File: src/hdl/arg_pkg.sv
/*
  Shared constants for the current-routing and pin configuration registers.
  Assumes a command decoder on the device clock presents register accesses.
*/
package arg_pkg;
  localparam logic [7:0] ADDR_ROUTE = 8'h03;
  localparam logic [7:0] ADDR_PIN = 8'h04;
  localparam logic [7:0] RESET_ROUTE = 8'h00;
  localparam logic [7:0] RESET_PIN = 8'h00;
  localparam int SRC_A_LSB = 5;
  localparam int SRC_B_LSB = 2;
  localparam int AUTO_BIT = 0;
  localparam int DIR_LSB = 4;
  localparam int SEL_BIT = 3;
  localparam int LVL_LSB = 0;
  localparam int NUM_PINS = 3;
  localparam int NUM_TARGETS = 6;
  localparam logic [2:0] ROUTE_OFF = 3'h0;
  localparam logic [2:0] ROUTE_ANALOG_IN_0 = 3'h1;
  localparam logic [2:0] ROUTE_ANALOG_IN_1 = 3'h2;
  localparam logic [2:0] ROUTE_ANALOG_IN_2 = 3'h3;
  localparam logic [2:0] ROUTE_ANALOG_IN_3 = 3'h4;
  localparam logic [2:0] ROUTE_REF_POS = 3'h5;
  localparam logic [2:0] ROUTE_REF_NEG = 3'h6;
  localparam logic [2:0] ROUTE_RSVD = 3'h7;
endpackage

File: src/hdl/arg_pin_sync.sv
/*
  Three-stage synchroniser for asynchronous pin levels.
  Assumes pins are quiet or slow relative to the device clock.
*/
`timescale 1ns/1ps
module arg_pin_sync #(
  parameter int WIDTH = 3
) (
  input wire logic ref_clk,
  input wire logic reset,
  input wire logic [WIDTH-1:0] pin_async,
  output logic [WIDTH-1:0] pin_stable
);
  logic [WIDTH-1:0] meta_r;
  logic [WIDTH-1:0] mid_r;
  logic [WIDTH-1:0] last_r;
  logic [WIDTH-1:0] agree;
  logic [WIDTH-1:0] stable_nxt;

  // A change is accepted only once the second and third stages agree.
  assign agree = ~(mid_r ^ last_r);
  assign stable_nxt = (agree & mid_r) | (~agree & pin_stable);

  always_ff @(posedge ref_clk or posedge reset) begin
    if (reset) begin
      meta_r <= '0;
      mid_r <= '0;
      last_r <= '0;
      pin_stable <= '0;
    end else begin
      meta_r <= pin_async;
      mid_r <= meta_r;
      last_r <= mid_r;
      pin_stable <= stable_nxt;
    end
  end
endmodule

File: src/hdl/arg_cfg_regs.sv
/*
  Excitation routing, readout mode and general-purpose pin configuration registers.
  Assumes the serial command decoder runs on ref_clk and issues one-cycle strobes.
*/
`timescale 1ns/1ps
module arg_cfg_regs (
  input wire logic ref_clk,
  input wire logic reset,
  input wire logic [7:0] reg_addr,
  input wire logic [7:0] reg_wdata,
  input wire logic reg_wr,
  input wire logic reg_rd,
  output logic [7:0] reg_rdata,
  output logic reg_rvalid,
  input wire logic conv_done,
  input wire logic data_read,
  output logic result_ready,
  output logic [2:0] src_a_route,
  output logic [2:0] src_b_route,
  output logic auto_read,
  output logic [arg_pkg::NUM_TARGETS-1:0] excite_src_a_conn,
  output logic [arg_pkg::NUM_TARGETS-1:0] excite_src_b_conn,
  input wire logic [arg_pkg::NUM_PINS-1:0] pin_pad_in,
  output logic [arg_pkg::NUM_PINS-1:0] pin_pad_out,
  output logic [arg_pkg::NUM_PINS-1:0] pin_pad_oe
);
  import arg_pkg::*;

  logic [2:0] route_a_r;
  logic [2:0] route_b_r;
  logic auto_r;
  logic [NUM_PINS-1:0] dir_r;
  logic sel_r;
  logic [NUM_PINS-1:0] lvl_r;
  logic ready_r;
  logic [NUM_TARGETS-1:0] conn_a_r;
  logic [NUM_TARGETS-1:0] conn_b_r;
  logic [NUM_PINS-1:0] pad_out_r;
  logic [NUM_PINS-1:0] pad_oe_r;
  logic [7:0] rdata_r;
  logic rvalid_r;

  wire route_wr = reg_wr && (reg_addr == ADDR_ROUTE);
  wire pin_wr = reg_wr && (reg_addr == ADDR_PIN);
  wire [NUM_PINS-1:0] dir_nxt = pin_wr ? reg_wdata[DIR_LSB +: NUM_PINS] : dir_r;
  wire [NUM_PINS-1:0] lvl_wdata = reg_wdata[LVL_LSB +: NUM_PINS];
  wire [NUM_PINS-1:0] pin_stable;
  wire [NUM_PINS-1:0] lvl_nxt;
  wire [NUM_PINS-1:0] drive_val;
  // Set wins over clear so a result landing during a read is never lost.
  wire ready_nxt = conv_done | (ready_r & ~data_read);
  wire [7:0] route_view = {route_a_r, route_b_r, 1'b0, auto_r};
  wire [7:0] pin_view = {1'b0, dir_r, sel_r, lvl_r};
  wire [7:0] rd_mux = (reg_addr == ADDR_ROUTE) ? route_view :
                      (reg_addr == ADDR_PIN) ? pin_view : 8'h00;

  arg_pin_sync #(
    .WIDTH(NUM_PINS)
  ) u_sync (
    .ref_clk(ref_clk),
    .reset(reset),
    .pin_async(pin_pad_in),
    .pin_stable(pin_stable)
  );

  genvar gi;
  generate
    for (gi = 0; gi < NUM_PINS; gi++) begin : g_pin
      // Inputs track the pin; outputs keep the written level.
      assign lvl_nxt[gi] = dir_nxt[gi] ? (pin_wr ? lvl_wdata[gi] : lvl_r[gi]) :
                           pin_stable[gi];
      if (gi == NUM_PINS - 1) begin : g_ready
        assign drive_val[gi] = sel_r ? ready_r : lvl_r[gi];
      end else begin : g_plain
        assign drive_val[gi] = lvl_r[gi];
      end
    end
  endgenerate

  function automatic logic [NUM_TARGETS-1:0] route_conn(input logic [2:0] code);
    logic [NUM_TARGETS-1:0] conn;
    conn = '0;
    case (code)
      ROUTE_ANALOG_IN_0: conn = 6'h01;
      ROUTE_ANALOG_IN_1: conn = 6'h02;
      ROUTE_ANALOG_IN_2: conn = 6'h04;
      ROUTE_ANALOG_IN_3: conn = 6'h08;
      ROUTE_REF_POS: conn = 6'h10;
      ROUTE_REF_NEG: conn = 6'h20;
      default: conn = '0;
    endcase
    return conn;
  endfunction

  always_ff @(posedge ref_clk or posedge reset) begin
    if (reset) begin
      route_a_r <= RESET_ROUTE[SRC_A_LSB +: 3];
      route_b_r <= RESET_ROUTE[SRC_B_LSB +: 3];
      auto_r <= RESET_ROUTE[AUTO_BIT];
    end else if (route_wr) begin
      route_a_r <= reg_wdata[SRC_A_LSB +: 3];
      route_b_r <= reg_wdata[SRC_B_LSB +: 3];
      auto_r <= reg_wdata[AUTO_BIT];
    end
  end

  always_ff @(posedge ref_clk or posedge reset) begin
    if (reset) begin
      dir_r <= RESET_PIN[DIR_LSB +: NUM_PINS];
      sel_r <= RESET_PIN[SEL_BIT];
      lvl_r <= RESET_PIN[LVL_LSB +: NUM_PINS];
    end else begin
      dir_r <= dir_nxt;
      sel_r <= pin_wr ? reg_wdata[SEL_BIT] : sel_r;
      lvl_r <= lvl_nxt;
    end
  end

  always_ff @(posedge ref_clk or posedge reset) begin
    if (reset) begin
      ready_r <= 1'b0;
      conn_a_r <= '0;
      conn_b_r <= '0;
      pad_out_r <= '0;
      pad_oe_r <= '0;
      rdata_r <= 8'h00;
      rvalid_r <= 1'b0;
    end else begin
      ready_r <= ready_nxt;
      conn_a_r <= route_conn(route_a_r);
      conn_b_r <= route_conn(route_b_r);
      pad_out_r <= drive_val;
      pad_oe_r <= dir_r;
      rdata_r <= reg_rd ? rd_mux : rdata_r;
      rvalid_r <= reg_rd;
    end
  end

  assign result_ready = ready_r;
  assign src_a_route = route_a_r;
  assign src_b_route = route_b_r;
  assign auto_read = auto_r;
  assign excite_src_a_conn = conn_a_r;
  assign excite_src_b_conn = conn_b_r;
  assign pin_pad_out = pad_out_r;
  assign pin_pad_oe = pad_oe_r;
  assign reg_rdata = rdata_r;
  assign reg_rvalid = rvalid_r;
endmodule

File: config.mk
export PLATFORM = sky130hd
export DESIGN_NAME = arg_cfg_regs
export DESIGN_NICKNAME = d
export VERILOG_FILES = /design/src/hdl/arg_pkg.sv /design/src/hdl/arg_pin_sync.sv /design/src/hdl/arg_cfg_regs.sv
export SDC_FILE = /design/constraint.sdc
export NUM_CORES = 1
export LEC_CHECK = 0
export BUFFER_PORTS_ARGS = -buffer_cell sky130_fd_sc_hd__buf_2
export CORE_ASPECT_RATIO = 0.5
export CORE_UTILIZATION = 50
export DETAILED_ROUTE_END_ITERATION = 10
export GPL_ROUTABILITY_DRIVEN = 0
export PLACE_DENSITY = 0.76
export SKIP_LAST_GASP = 1
export SYNTH_ARGS = -nofsm -noshare
export SYNTH_HDL_FRONTEND = slang
export SYNTH_SLANG_ARGS = --single-unit
export TNS_END_PERCENT = 100
File: constraint.sdc
create_clock -name ref_clk -period 1.8 [get_ports ref_clk]
set_input_delay 0.18 -clock ref_clk [delete_from_list [all_inputs] [get_ports ref_clk]]
set_output_delay 0.18 -clock ref_clk [all_outputs]
set_load 0.01 [all_outputs]
; Yosys cells after proc, flatten, opt, wreduce, memory -nomap -nowiden
; Index checks and enable logic that the tools add are counted.
[classes]
bitwise_logic = 9
n_mux = 12
n_eq_ne = 17
reduce_logical = 2
[op_table]
columns = op, count
row1 = 6-bit one-hot mux with 6 select lines, 2
row2 = 3-bit equality test (second input constant), 6
row3 = 3-bit by 2-bit equality test with 1-bit output (second input constant), 4
row4 = 8-bit by 2-bit equality test with 1-bit output (second input constant), 1
row5 = 8-bit by 3-bit equality test with 1-bit output (second input constant), 1
row6 = 8-bit 2-to-1 mux, 1
row7 = 1-bit 2-to-1 mux, 7
row8 = 7-bit 2-to-1 mux, 1
row9 = 3-bit bitwise AND, 2
row10 = 3-bit by 1-bit equality test with 1-bit output (second input constant), 2
row11 = 2-bit != test (second input constant), 3
row12 = 3-bit NOT, 2
row13 = 3-bit 2-to-1 mux, 1
row14 = 3-bit OR, 1
row15 = 3-bit bitwise XOR, 1
row16 = 1-bit logical AND, 2
row17 = 1-bit bitwise AND, 1
row18 = 1-bit NOT, 1
row19 = 1-bit OR, 1
[totals]
regBits = 54
elab_cells = 59

; Logic depth before layout (Yosys ltp)
; Gate-level depths: netlist (run 1).
[depth]
depth_word = 5
mapped_depth = 5
mapped_depth_nobuf = 4

; Modules after synthesis
; From an unflattened synthesis (run 1), not the netlist that was laid out.
[hier_totals]
cells_unflattened = 134
area_unflattened_um2 = 1930.6
[by_module_without_submodules]
columns = mod, seq_area_each_um2, area_each_um2, instances, cells_per_inst
row1 = arg_cfg_regs, 1051.0, 1592.8, 1, 118
row2 = arg_pin_sync, 300.3, 337.8, 1, 16

; Worst setup path after synthesis (run 1)
; Ideal clock, no wire load.
[synth_path]
path_kind = input port to flip-flop
startpoint = in reg_addr[5]
endpoint = reg lvl_r[0]
t_arrival_ns = 1.888
path_buffers = 1
cell_stages = 5
required_ns = 1.677
setup_ns = 0.123
setup_slack_ns = -0.210
cell_sequence = or4_4 -> or4_4 -> buf_6 -> mux2_4 -> o221a_1
[synth_via]
elab_chain_cells = 4
elab_cells_between_ends = 5
classes_between = eq/ne: 2 / mux: 2 / reduce/logical: 1
[synth_rtl]
columns = item, line
row1 = start: declaration, arg_cfg_regs.sv:9  ; input wire logic [7:0] reg_addr,
row2 = 8-bit by 3-bit equality test with 1-bit output *, arg_cfg_regs.sv:44  ; wire pin_wr = reg_wr && (reg_addr == ADDR_PIN);
row3 = 1-bit logical AND *, arg_cfg_regs.sv:44
row4 = 3-bit 2-to-1 mux, arg_cfg_regs.sv:45  ; wire [NUM_PINS-1:0] dir_nxt = pin_wr ? reg_wdata[DIR_LSB +: NUM_PINS] : dir_r;
row5 = 2-bit != test (no source line) or 1-bit 2-to-1 mux (tied branches), -
row6 = end signal: assignment, arg_cfg_regs.sv:111  ; lvl_r <= RESET_PIN[LVL_LSB +: NUM_PINS];
row7 = end signal: assignment, arg_cfg_regs.sv:115  ; lvl_r <= lvl_nxt;
row8 = end: declaration, arg_cfg_regs.sv:34  ; logic [NUM_PINS-1:0] lvl_r;
; Mark *: on every way between the ends. The rest lies on a longest branch, timed or not.
; A chain may end at the register's enable or synchronous reset.

; Final worst setup path (run 1)
[layout_path]
startpoint = in reg_addr[5]
endpoint = reg lvl_r[2]
; The elaborated chain is that of the path after synthesis.

==> results.py, run 1 <==
metrics = {
    "sta": {
        "drv_slew": 0,
        "setup_violations": 0,
        "clock_skew_ps": 2.94,
        "rsz0062_at_grt": "false",
        "worst_pin_slew_ps": 338,
        "slew_headroom": 0.773,
        "fin_crit_sh": 0.974,
        "fin_ws_ps": 47.0,
        "fmax_mhz": 570,
        "tns_ps": 0,
        "hold_slack_ps": 60.2,
        "hold_viol_final": 0,
        "min_period_ps": 1750,
    },
    "route": {
        "post_drt_wl_per_cell_um": 14.0,
        "drt_first_pass_iters": 4,
        "drc": 0,
        "routed_via_density": 4.96,
        "drt_wl_total_um": 3580,
        "vias": 1270,
        "antenna_left": 0,
        "initialDrtViolationCount": 40,
    },
    "run": {
        "max_cap_viol_count": 0,
    },
    "worst_hold_path": {
        "min_to": "result_ready",
        "hold_path_depth": 2,
        "holdCritPathClass": "input port to flop",
        "hold_start": "conv_done",
    },
    "floorplan": {
        "pin_count": 60,
        "start_util": 0.543,
        "core_sq_um": 3570,
        "dieArea_sq_um": 4140,
        "die_w_um": 90.0,
        "rows": 15,
        "die-height_um": 46.0,
    },
    "yosys": {
        "synth_top_family_by_area": "simple AND/OR/NAND/NOR gates",
        "syn_area_per_cell_sq_um": 15.0,
        "synth_compound_area_frac": 0.0620,
        "postSynthCellCount": 129,
        "synth_mux_area_frac": 0.0795,
        "ys.flop_type": "dfrtp_1",
        "synth.largest_area_cell": "dfrtp_1",
        "yosysWarnings": 0,
        "synth_top_area_share": 0.698,
        "syn_nets": 154,
        "synth_area_leaders": "dfrtp_1 (70%), mux2_2 (6.4%), and3b_1 (2.7%)",
        "ys_async_sr_fraction": 1.00,
        "synthAdderAreaFrac": 0.0155,
        "synth_edf_count": 0,
        "yosysUniqueCellTypes": 27,
        "seq_area_frac_synth": 0.698,
        "synth_xor_area_frac": 0,
        "synth_area_sq_um": 1940,
        "synth_seq_cells": 54,
        "yosys.area_share.simple": 0.130,
    },
    "clock_network": {
        "h-tree-depth": 2,
        "insertion_delay_ps": 300,
        "clock_path_buffers": 2,
        "clk_pin_slew_worst_paths_ps": 80,
        "numCtsBuffers": 5,
        "cts_hold_buf": 4,
        "numClockSinks": 54,
        "cts_resized": 0,
        "postCtsSetupRepairBufs": 0,
        "cts-root-buf": "clkbuf_8",
        "cts_tree": "built",
    },
    "worst_setup_path": {
        "r2r_setup_slack_ps": 760,
        "crit_path_end_kind": "flop",
        "critical_path_required_ps": 2040,
        "startpoint_type": "input port",
        "crit_fanout": 6,
        "cp.arrival_ps": 1990,
        "crit_type": "input port to flop",
        "reg2reg_depth": 2,
        "r2r-end": "lvl_r[0]",
    },
    "grt": {
        "grt_pass1_vias": 1163,
        "antenna_found_initial": 0,
        "grt_pass1_wl_um": 5420,
        "grt_max_degree": 55,
        "grt-ovfl-total": 0,
        "grt.total_usage": 0.181,
    },
    "placed_design": {
        "placed_cell_area_sq_um": 2350,
        "placed_cells": 244,
        "place_ws_ps": -264,
        "portBuffers": 59,
        "dp_hpwl_um": 2530,
    },
    "power_and_ir_drop": {
        "power.density_nw_per_um2": 880,
        "ir_drop_mv": 0.572,
        "p_total_mw": 2.18,
        "p_leak_nw": 1.29,
    },
    "finish": {
        "drive_gt1_frac": 0.454,
        "final_area_sq_um": 2480,
        "num-fill-cells": 276,
        "num-nets-final": 229,
        "fin_util": 0.695,
        "num_antenna_cells": 0,
        "syn2layout_area_growth_pct": 27.9,
        "stdcell_count": 256,
    },
    "outcome": {
        "status": "complete, no violations",
    },
}
worst max-delay path by stage:
| stage | slack (ps) | startpoint | to |
|---|---|---|---|
| after floorplan | -210 | reg_addr[5] | lvl_r[0] |
| final | 50 | reg_addr[5] | lvl_r[2] |
| after global placement | -240 | reg_addr[5] | lvl_r[2] |
| after CTS | 60 | reg_addr[5] | lvl_r[2] |
| after global routing | 20 | reg_addr[5] | lvl_r[2] |
| after detailed placement | -260 | reg_addr[5] | lvl_r[2] |
cells in the final DEF, fill, tap and decap left out, types with 2 or more instances in the layout:
cell type,Yosys,routed
buf_2,0,59
maj3_1,3,3
buf_4,0,6
inv_1,4,3
o221a_1,2,2
nand3_1,4,4
mux2_4,2,2
mux2_2,11,11
or4_4,2,2
a21oi_1,6,6
nand4_1,2,2
nor2_1,6,6
clkbuf_8,0,6
and3b_1,6,6
dlygate4sd3_1,0,4
nor3b_1,6,6
a22oi_1,6,6
dfrtp_1,54,54
nand3b_1,3,3
report_power, final:
| part | switching, mW | total, mW | internal, mW |
|---|---|---|---|
| clock network | 0.354 | 0.665 | 0.311 |
| registers | 0.0443 | 1.32 | 1.28 |
| logic | 0.0972 | 0.193 | 0.0963 |
| total | 0.496 | 2.18 | 1.68 |
cells by family (layout without fill, tap and decap cells):
logic type,after synthesis,count (layout)
flops,54,54
simple gates,36,36
compound gates,17,17
mux,13,13
buf+inv,6,82
fa+ha+maj,3,3
cells in the mapped netlist (all sizes together), types with 2 or more instances:
| cell | n |
|---|---|
| a21oi | 6 |
| a22oi | 6 |
| and3b | 6 |
| dfrtp | 54 |
| inv | 4 |
| maj3 | 3 |
| mux2 | 13 |
| nand2 | 2 |
| nand3 | 4 |
| nand3b | 3 |
| nand4 | 2 |
| nor2 | 6 |
| nor3b | 6 |
| o221a | 2 |
| or4 | 2 |
critical path, cell delays in order:
cell and delay (ps):
buf_2 100, or4_4 520, or4_4 570, buf_4 180, or3b_1 360, nand4_1 70
per-layer routing:
metal | wire [um] | share of wire | global-route usage
met1 | 1640 | 0.46 | 0.225
met2 | 1680 | 0.47 | 0.311
met3 | 229 | 0.064 | 0.0550
met4 | 26 | 0.0073 | 0.0677
met5 | 0 | 0 | 0
layout make-up:
cell class | instances | area, sq um | area share
Clock inverter | 1 | 5.00 | 0.00202
Inverter | 4 | 15.0 | 0.00606
Timing Repair Buffer | 70 | 400 | 0.162
Clock buffer | 7 | 86.3 | 0.0348
Multi-Input combinational cell | 69 | 556 | 0.224
Tap cell | 51 | 63.8 | 0.0258
Sequential cell | 54 | 1350 | 0.545
(Power assumes the default switching activity.)
==> run 2, diff against run 1 <==
Settings changed: HOLD_SLACK_MARGIN set to 0.08, MAX_ROUTING_LAYER set to met4.
==> run 2 against run 1 <==
Against the previous run:
- worst hold slack improved by 58 ps
- sequential power hardly changed
- core utilization increased by 0.28 points
- routed wire length increased by 0.64%
- first-iteration DRC count rose by 15%
- critical path type unchanged
- critical endpoint unchanged
==> results.py, run 2 (synthesis gave the netlist of run 1 again) <==
metrics = {
    "placed_design": {
        "dp_hpwl_um": 2530,
        "portBuffers": 59,
        "placed_cells": 244,
        "placed_cell_area_sq_um": 2350,
    },
    "clock_network": {
        "h-tree-depth": 2,
        "numClockSinks": 54,
        "cts-root-buf": "clkbuf_8",
        "numCtsBuffers": 5,
        "postCtsSetupRepairBufs": 0,
        "insertion_delay_ps": 300,
        "cts_tree": "built",
        "clock_path_buffers": 2,
        "cts_resized": 0,
        "clk_pin_slew_worst_paths_ps": 90,
    },
    "sta": {
        "min_period_ps": 1750,
        "clock_skew_ps": 4.50,
        "worst_pin_slew_ps": 340,
        "hold_slack_ps": 118,
        "rsz0062_at_grt": "false",
        "tns_ps": 0,
        "hold_viol_final": 0,
        "drv_slew": 0,
        "fin_crit_sh": 0.975,
        "fmax_mhz": 570,
        "slew_headroom": 0.772,
        "setup_violations": 0,
    },
    "finish": {
        "syn2layout_area_growth_pct": 28.4,
        "final_area_sq_um": 2490,
        "multi_input_area_sq_um": 556,
        "final_cell_mix": "buf_2 (59), dfrtp_1 (54), mux2_2 (11)",
        "num-fill-cells": 275,
        "num-nets-final": 230,
        "stdcell_count": 257,
        "final_common_cell": "buf_2",
        "fin_util": 0.698,
        "drive_gt1_frac": 0.451,
        "num_antenna_cells": 0,
        "seqCellArea_sq_um": 1350,
    },
    "worst_setup_path": {
        "crit_fanout": 6,
        "cp.arrival_ps": 1990,
        "crit_type": "input port to flop",
        "startpoint_type": "input port",
        "critical_path_required_ps": 2040,
        "r2r-end": "lvl_r[0]",
        "crit_path_end_kind": "flop",
        "reg2reg_depth": 2,
        "r2r_setup_slack_ps": 760,
    },
    "power_and_ir_drop": {
        "p_switching_mw": 0.497,
        "p_leak_nw": 1.29,
        "internal_power_mw": 1.68,
        "p_clk_frac": 0.305,
        "switching_share": 0.228,
        "comb_power_share": 0.089,
        "seqPwrFrac": 0.605,
        "power.density_nw_per_um2": 877,
        "ir_drop_mv": 0.570,
    },
    "floorplan": {
        "rows": 15,
        "pin_count": 60,
        "die-height_um": 46.0,
        "start_util": 0.543,
        "core_sq_um": 3570,
        "dieArea_sq_um": 4140,
        "die_w_um": 90.0,
    },
    "run": {
        "max_cap_viol_count": 0,
    },
    "route": {
        "drt_wl_total_um": 3600,
        "drt_first_pass_iters": 4,
        "antenna_left": 0,
        "drc": 0,
        "post_drt_wl_per_cell_um": 14.0,
        "vias": 1271,
        "initialDrtViolationCount": 46,
        "routed_via_density": 4.95,
    },
    "outcome": {
        "status": "complete, no violations",
    },
    "grt": {
        "busiest_layer": "met2",
        "grt_pass1_wl_um": 5440,
        "antenna_found_initial": 0,
        "grt_pass1_vias": 1162,
        "grt.total_usage": 0.188,
        "use_met2": 0.310,
        "grt_max_degree": 55,
        "grt-ovfl-total": 0,
        "grt_use_met1": 0.228,
        "gr-usage-met3": 0.0550,
    },
    "worst_hold_path": {
        "holdCritPathClass": "input port to flop",
        "min_to": "src_a_route[2]",
        "hold_path_depth": 2,
        "hold_start": "reg_wdata[7]",
    },
}
run 2: cell count changes in the layout (fill, tap and decap cells not counted):
cell,delta
dlygate4sd3_1,+1
run 2: area by class of cell:
type,count,area share
well taps,51,0.0257
clock buffers,7,0.0347
flip-flops and latches,54,0.543
clock inverters,1,0.00201
multi-input cells,69,0.223
inverters,4,0.00604
repair buffers,71,0.165
run 2: power by group through the flow:
stage / Combinational [mW] / Sequential, mW / Clock [mW]
finish: 0.195 / 1.32 / 0.666
global route: 0.213 / 1.33 / 0.717
CTS: 0.198 / 1.32 / 0.682
detailed placement: 0.189 / 1.34 / 0
global placement: 0.182 / 1.34 / 0
floorplan: 0.0740 / 1.35 / 0
run 2: worst max-delay path by stage:
stage | startpoint | end | slack, ps
after floorplan | reg_addr[5] | lvl_r[0] | -210
after global placement | reg_addr[5] | lvl_r[2] | -240
after detailed placement | reg_addr[5] | lvl_r[2] | -260
after CTS | reg_addr[5] | lvl_r[2] | 60
after global routing | reg_addr[5] | lvl_r[2] | 20
final | reg_addr[5] | lvl_r[2] | 50
run 2: timing repair:
item	CTS	global route
endpoints found under the hold margin	58	0
hold buffers	5	0
endpoints found under the setup margin	0	0
run 2: routing by layer:
layer | vias to the layer above | wire, um | part of all wire
met1 | 609 | 1680 | 0.47
met2 | 44 | 1690 | 0.47
li1 | 613 | - | -
met5 | - | 0 | 0
met4 | 0 | 26 | 0.0072
met3 | 5 | 209 | 0.058
run 2: metrics by stage:
step	setup slack [ps]	power, mW
6_report	45.9	2.18
5_1_grt	24.6	2.26
4_1_cts	55.6	2.20
3_5_place_dp	-264	1.53
3_3_place_gp	-244	1.52
2_1_floorplan	-210	1.43
run 2: critical path: stages:
cell	delay, ps
buf_2	100
or4_4	520
or4_4	570
buf_4	180
or3b_1	360
nand4_1	70
==> run 3, diff against run 2 <==
Settings changed: ABC_AREA set to 1, CORE_UTILIZATION 50 to 52, CTS_BUF_LIST set to sky130_fd_sc_hd__clkbuf_2 sky130_fd_sc_hd__clkbuf_4 sky130_fd_sc_hd__clkbuf_8, PLACE_DENSITY 0.76 to 0.79.
==> run 3 against run 2 <==
Against the previous run:
- sequential share of layout area is 0.16 points higher
- register-to-register slack got worse by 130 ps
- area after synthesis grew 1.7%
- global-route usage rose by 1.0 points
- die area shrank 2.2%
- flip-flop and latch count stayed put
- first-iteration DRC count is 130% higher
- core utilization increased by 0.53 points
- synthesized cell count increased by 36%
- clock skew shrank 0.82 ps
- fmax increased by 41%
==> results.py, run 3 <==
metrics = {
    "worst_hold_path": {
        "hold_start": "reg_wdata[7]",
        "min_to": "src_a_route[2]",
        "hold_path_depth": 3,
        "holdCritPathClass": "input port to flop",
    },
    "power_and_ir_drop": {
        "p_switching_mw": 0.508,
        "internal_power_mw": 1.66,
        "p_total_mw": 2.17,
        "seqPwrFrac": 0.607,
        "p_leak_nw": 1.32,
        "p_clk_frac": 0.298,
        "power.density_nw_per_um2": 876,
        "switching_share": 0.234,
        "comb_power_share": 0.095,
        "ir_drop_mv": 0.510,
    },
    "floorplan": {
        "core_sq_um": 3530,
        "dieArea_sq_um": 4050,
        "die_w_um": 89.0,
        "rows": 15,
        "start_util": 0.558,
        "pin_count": 60,
        "die-height_um": 45.5,
    },
    "yosys": {
        "synth_most_common_cell": "dfrtp_1",
        "seq_area_frac_synth": 0.686,
        "ys_async_sr_fraction": 1.00,
        "ys.flop_type": "dfrtp_1",
        "synth.largest_area_cell": "dfrtp_1",
        "syn_nets": 201,
        "synth_top_area_share": 0.686,
        "yosysUniqueCellTypes": 25,
        "postSynthCellCount": 176,
        "synthTopCellsByCount": "dfrtp_1 (54), nand2_1 (26), inv_1 (20)",
        "syn_area_per_cell_sq_um": 11.2,
        "synth_seq_cells": 54,
        "synth_edf_count": 0,
        "yosysWarnings": 0,
        "synth_area_sq_um": 1970,
        "synth_area_leaders": "dfrtp_1 (69%), nand2_1 (5.0%), inv_1 (3.8%)",
    },
    "worst_setup_path": {
        "slowest_delay_ps": 550,
        "cp.arrival_ps": 1490,
        "path_delay_family": "buffers and inverters",
        "reg2reg_depth": 3,
        "slowest_stage": "dlygate4sd3_1",
        "crit_type": "input port to flop",
        "r2r-end": "result_ready",
        "crit_path_end_kind": "flop",
        "r2r_setup_slack_ps": 630,
        "r2r_start": "result_ready",
        "path_buf_inv": 3,
        "crit_path_frequent_cell": "dlygate4sd3_1",
        "critical_path_required_ps": 2040,
        "crit_fanout": 1,
        "crit_chain": "dlygate4sd3_1 > buf_2 > o21bai_1 > dlygate4sd3_1",
        "startpoint_type": "input port",
    },
    "placed_design": {
        "dp_hpwl_um": 2660,
        "placed_cell_area_sq_um": 2340,
        "placed_cells": 284,
        "portBuffers": 59,
    },
    "finish": {
        "drive_gt1_frac": 0.329,
        "final_cell_mix": "buf_2 (59), dfrtp_1 (54), nand2_1 (26)",
        "final_common_cell": "buf_2",
        "num-nets-final": 271,
        "syn2layout_area_growth_pct": 25.9,
        "final_area_sq_um": 2480,
        "stdcell_count": 297,
        "num_antenna_cells": 0,
    },
    "sta": {
        "drv_slew": 0,
        "slew_headroom": 0.639,
        "hold_viol_final": 0,
        "fin_crit_sh": 0.692,
        "min_period_ps": 1250,
        "tns_ps": 0,
        "worst_pin_slew_ps": 540,
        "rsz0062_at_grt": "false",
        "clock_skew_ps": 3.68,
        "fmax_mhz": 803,
        "setup_violations": 0,
    },
    "route": {
        "initialDrtViolationCount": 105,
        "drt_first_pass_iters": 6,
        "antenna_left": 0,
        "drc": 0,
        "drt_wl_total_um": 3660,
        "post_drt_wl_per_cell_um": 12.3,
        "vias": 1438,
        "routed_via_density": 4.84,
    },
    "outcome": {
        "status": "complete, no violations",
    },
    "clock_network": {
        "h-tree-depth": 2,
        "cts_tree": "built",
        "insertion_delay_ps": 300,
        "numClockSinks": 54,
        "cts_resized": 0,
        "numCtsBuffers": 5,
        "cts_hold_buf": 6,
        "postCtsSetupRepairBufs": 0,
        "clk_pin_slew_worst_paths_ps": 80,
        "clock_path_buffers": 2,
        "cts-root-buf": "clkbuf_8",
    },
    "grt": {
        "grt.total_usage": 0.198,
        "antenna_found_initial": 0,
        "grt_max_degree": 30,
        "grt-ovfl-total": 0,
        "grt_pass1_vias": 1250,
        "grt_pass1_wl_um": 5510,
    },
    "run": {
        "max_cap_viol_count": 0,
    },
}
[run 3: logic make-up after synthesis]
family	after synthesis	synth area share
adders and majority gates	3	0.0152
buffers and inverters	24	0.0464
DFF	54	0.686
AOI/OAI and AO/OA	19	0.0534
and+or+nand+nor	76	0.199
[run 3: worst max-delay path by stage]
stage	startpoint	to	slack [ps]	cells after the start
detailed placement	reg_addr[2]	src_a_route[1]	480	5
floorplan	reset	async pin	310	1
global placement	reg_addr[2]	src_a_route[1]	520	5
finish	data_read	result_ready	550	4
global route	data_read	result_ready	540	4
CTS	data_read	result_ready	560	4
[run 3: tightest hold or removal path: cells and delay by family]
kind / cells / cell delay (ps)
buffers and inverters: 2 / 130
AO/OA/AOI/OAI: 1 / 60
[run 3: stage by stage]
stage | setup slack (ps) | hold slack [ps] | utilization
finish | 555 | 105 | 0.703
global route | 541 | 114 | 0.703
CTS | 561 | 106 | 0.703
detailed placement | 476 | 253 | 0.662
global placement | 524 | 247 | 0.662
floorplan | 305 | 211 | -
[run 3: final cells by class]
cell class                 instances  area, sq um
tap                               51         63.8
fill                             282         1050
clock buffer                       7         83.8
inverter                          21         78.8
multi-input combinational         98          527
sequential                        54         1350
timing repair buffer              66          375
[run 3: per-layer routing]
layer | global-route usage | vias to the layer above | share of wire
li1 | - | 708 | -
met1 | 0.232 | 681 | 0.45
met2 | 0.325 | 43 | 0.48
met3 | 0.0652 | 6 | 0.052
met4 | 0.0794 | 0 | 0.017
met5 | - | - | 0
[run 3: power by group through the flow]
stage	logic [mW]	registers, mW	clock network [mW]
2_1_floorplan	0.0871	1.35	0
3_3_place_gp	0.192	1.34	0
3_5_place_dp	0.198	1.34	0
4_1_cts	0.209	1.32	0.655
5_1_grt	0.231	1.33	0.700
6_report	0.206	1.32	0.648
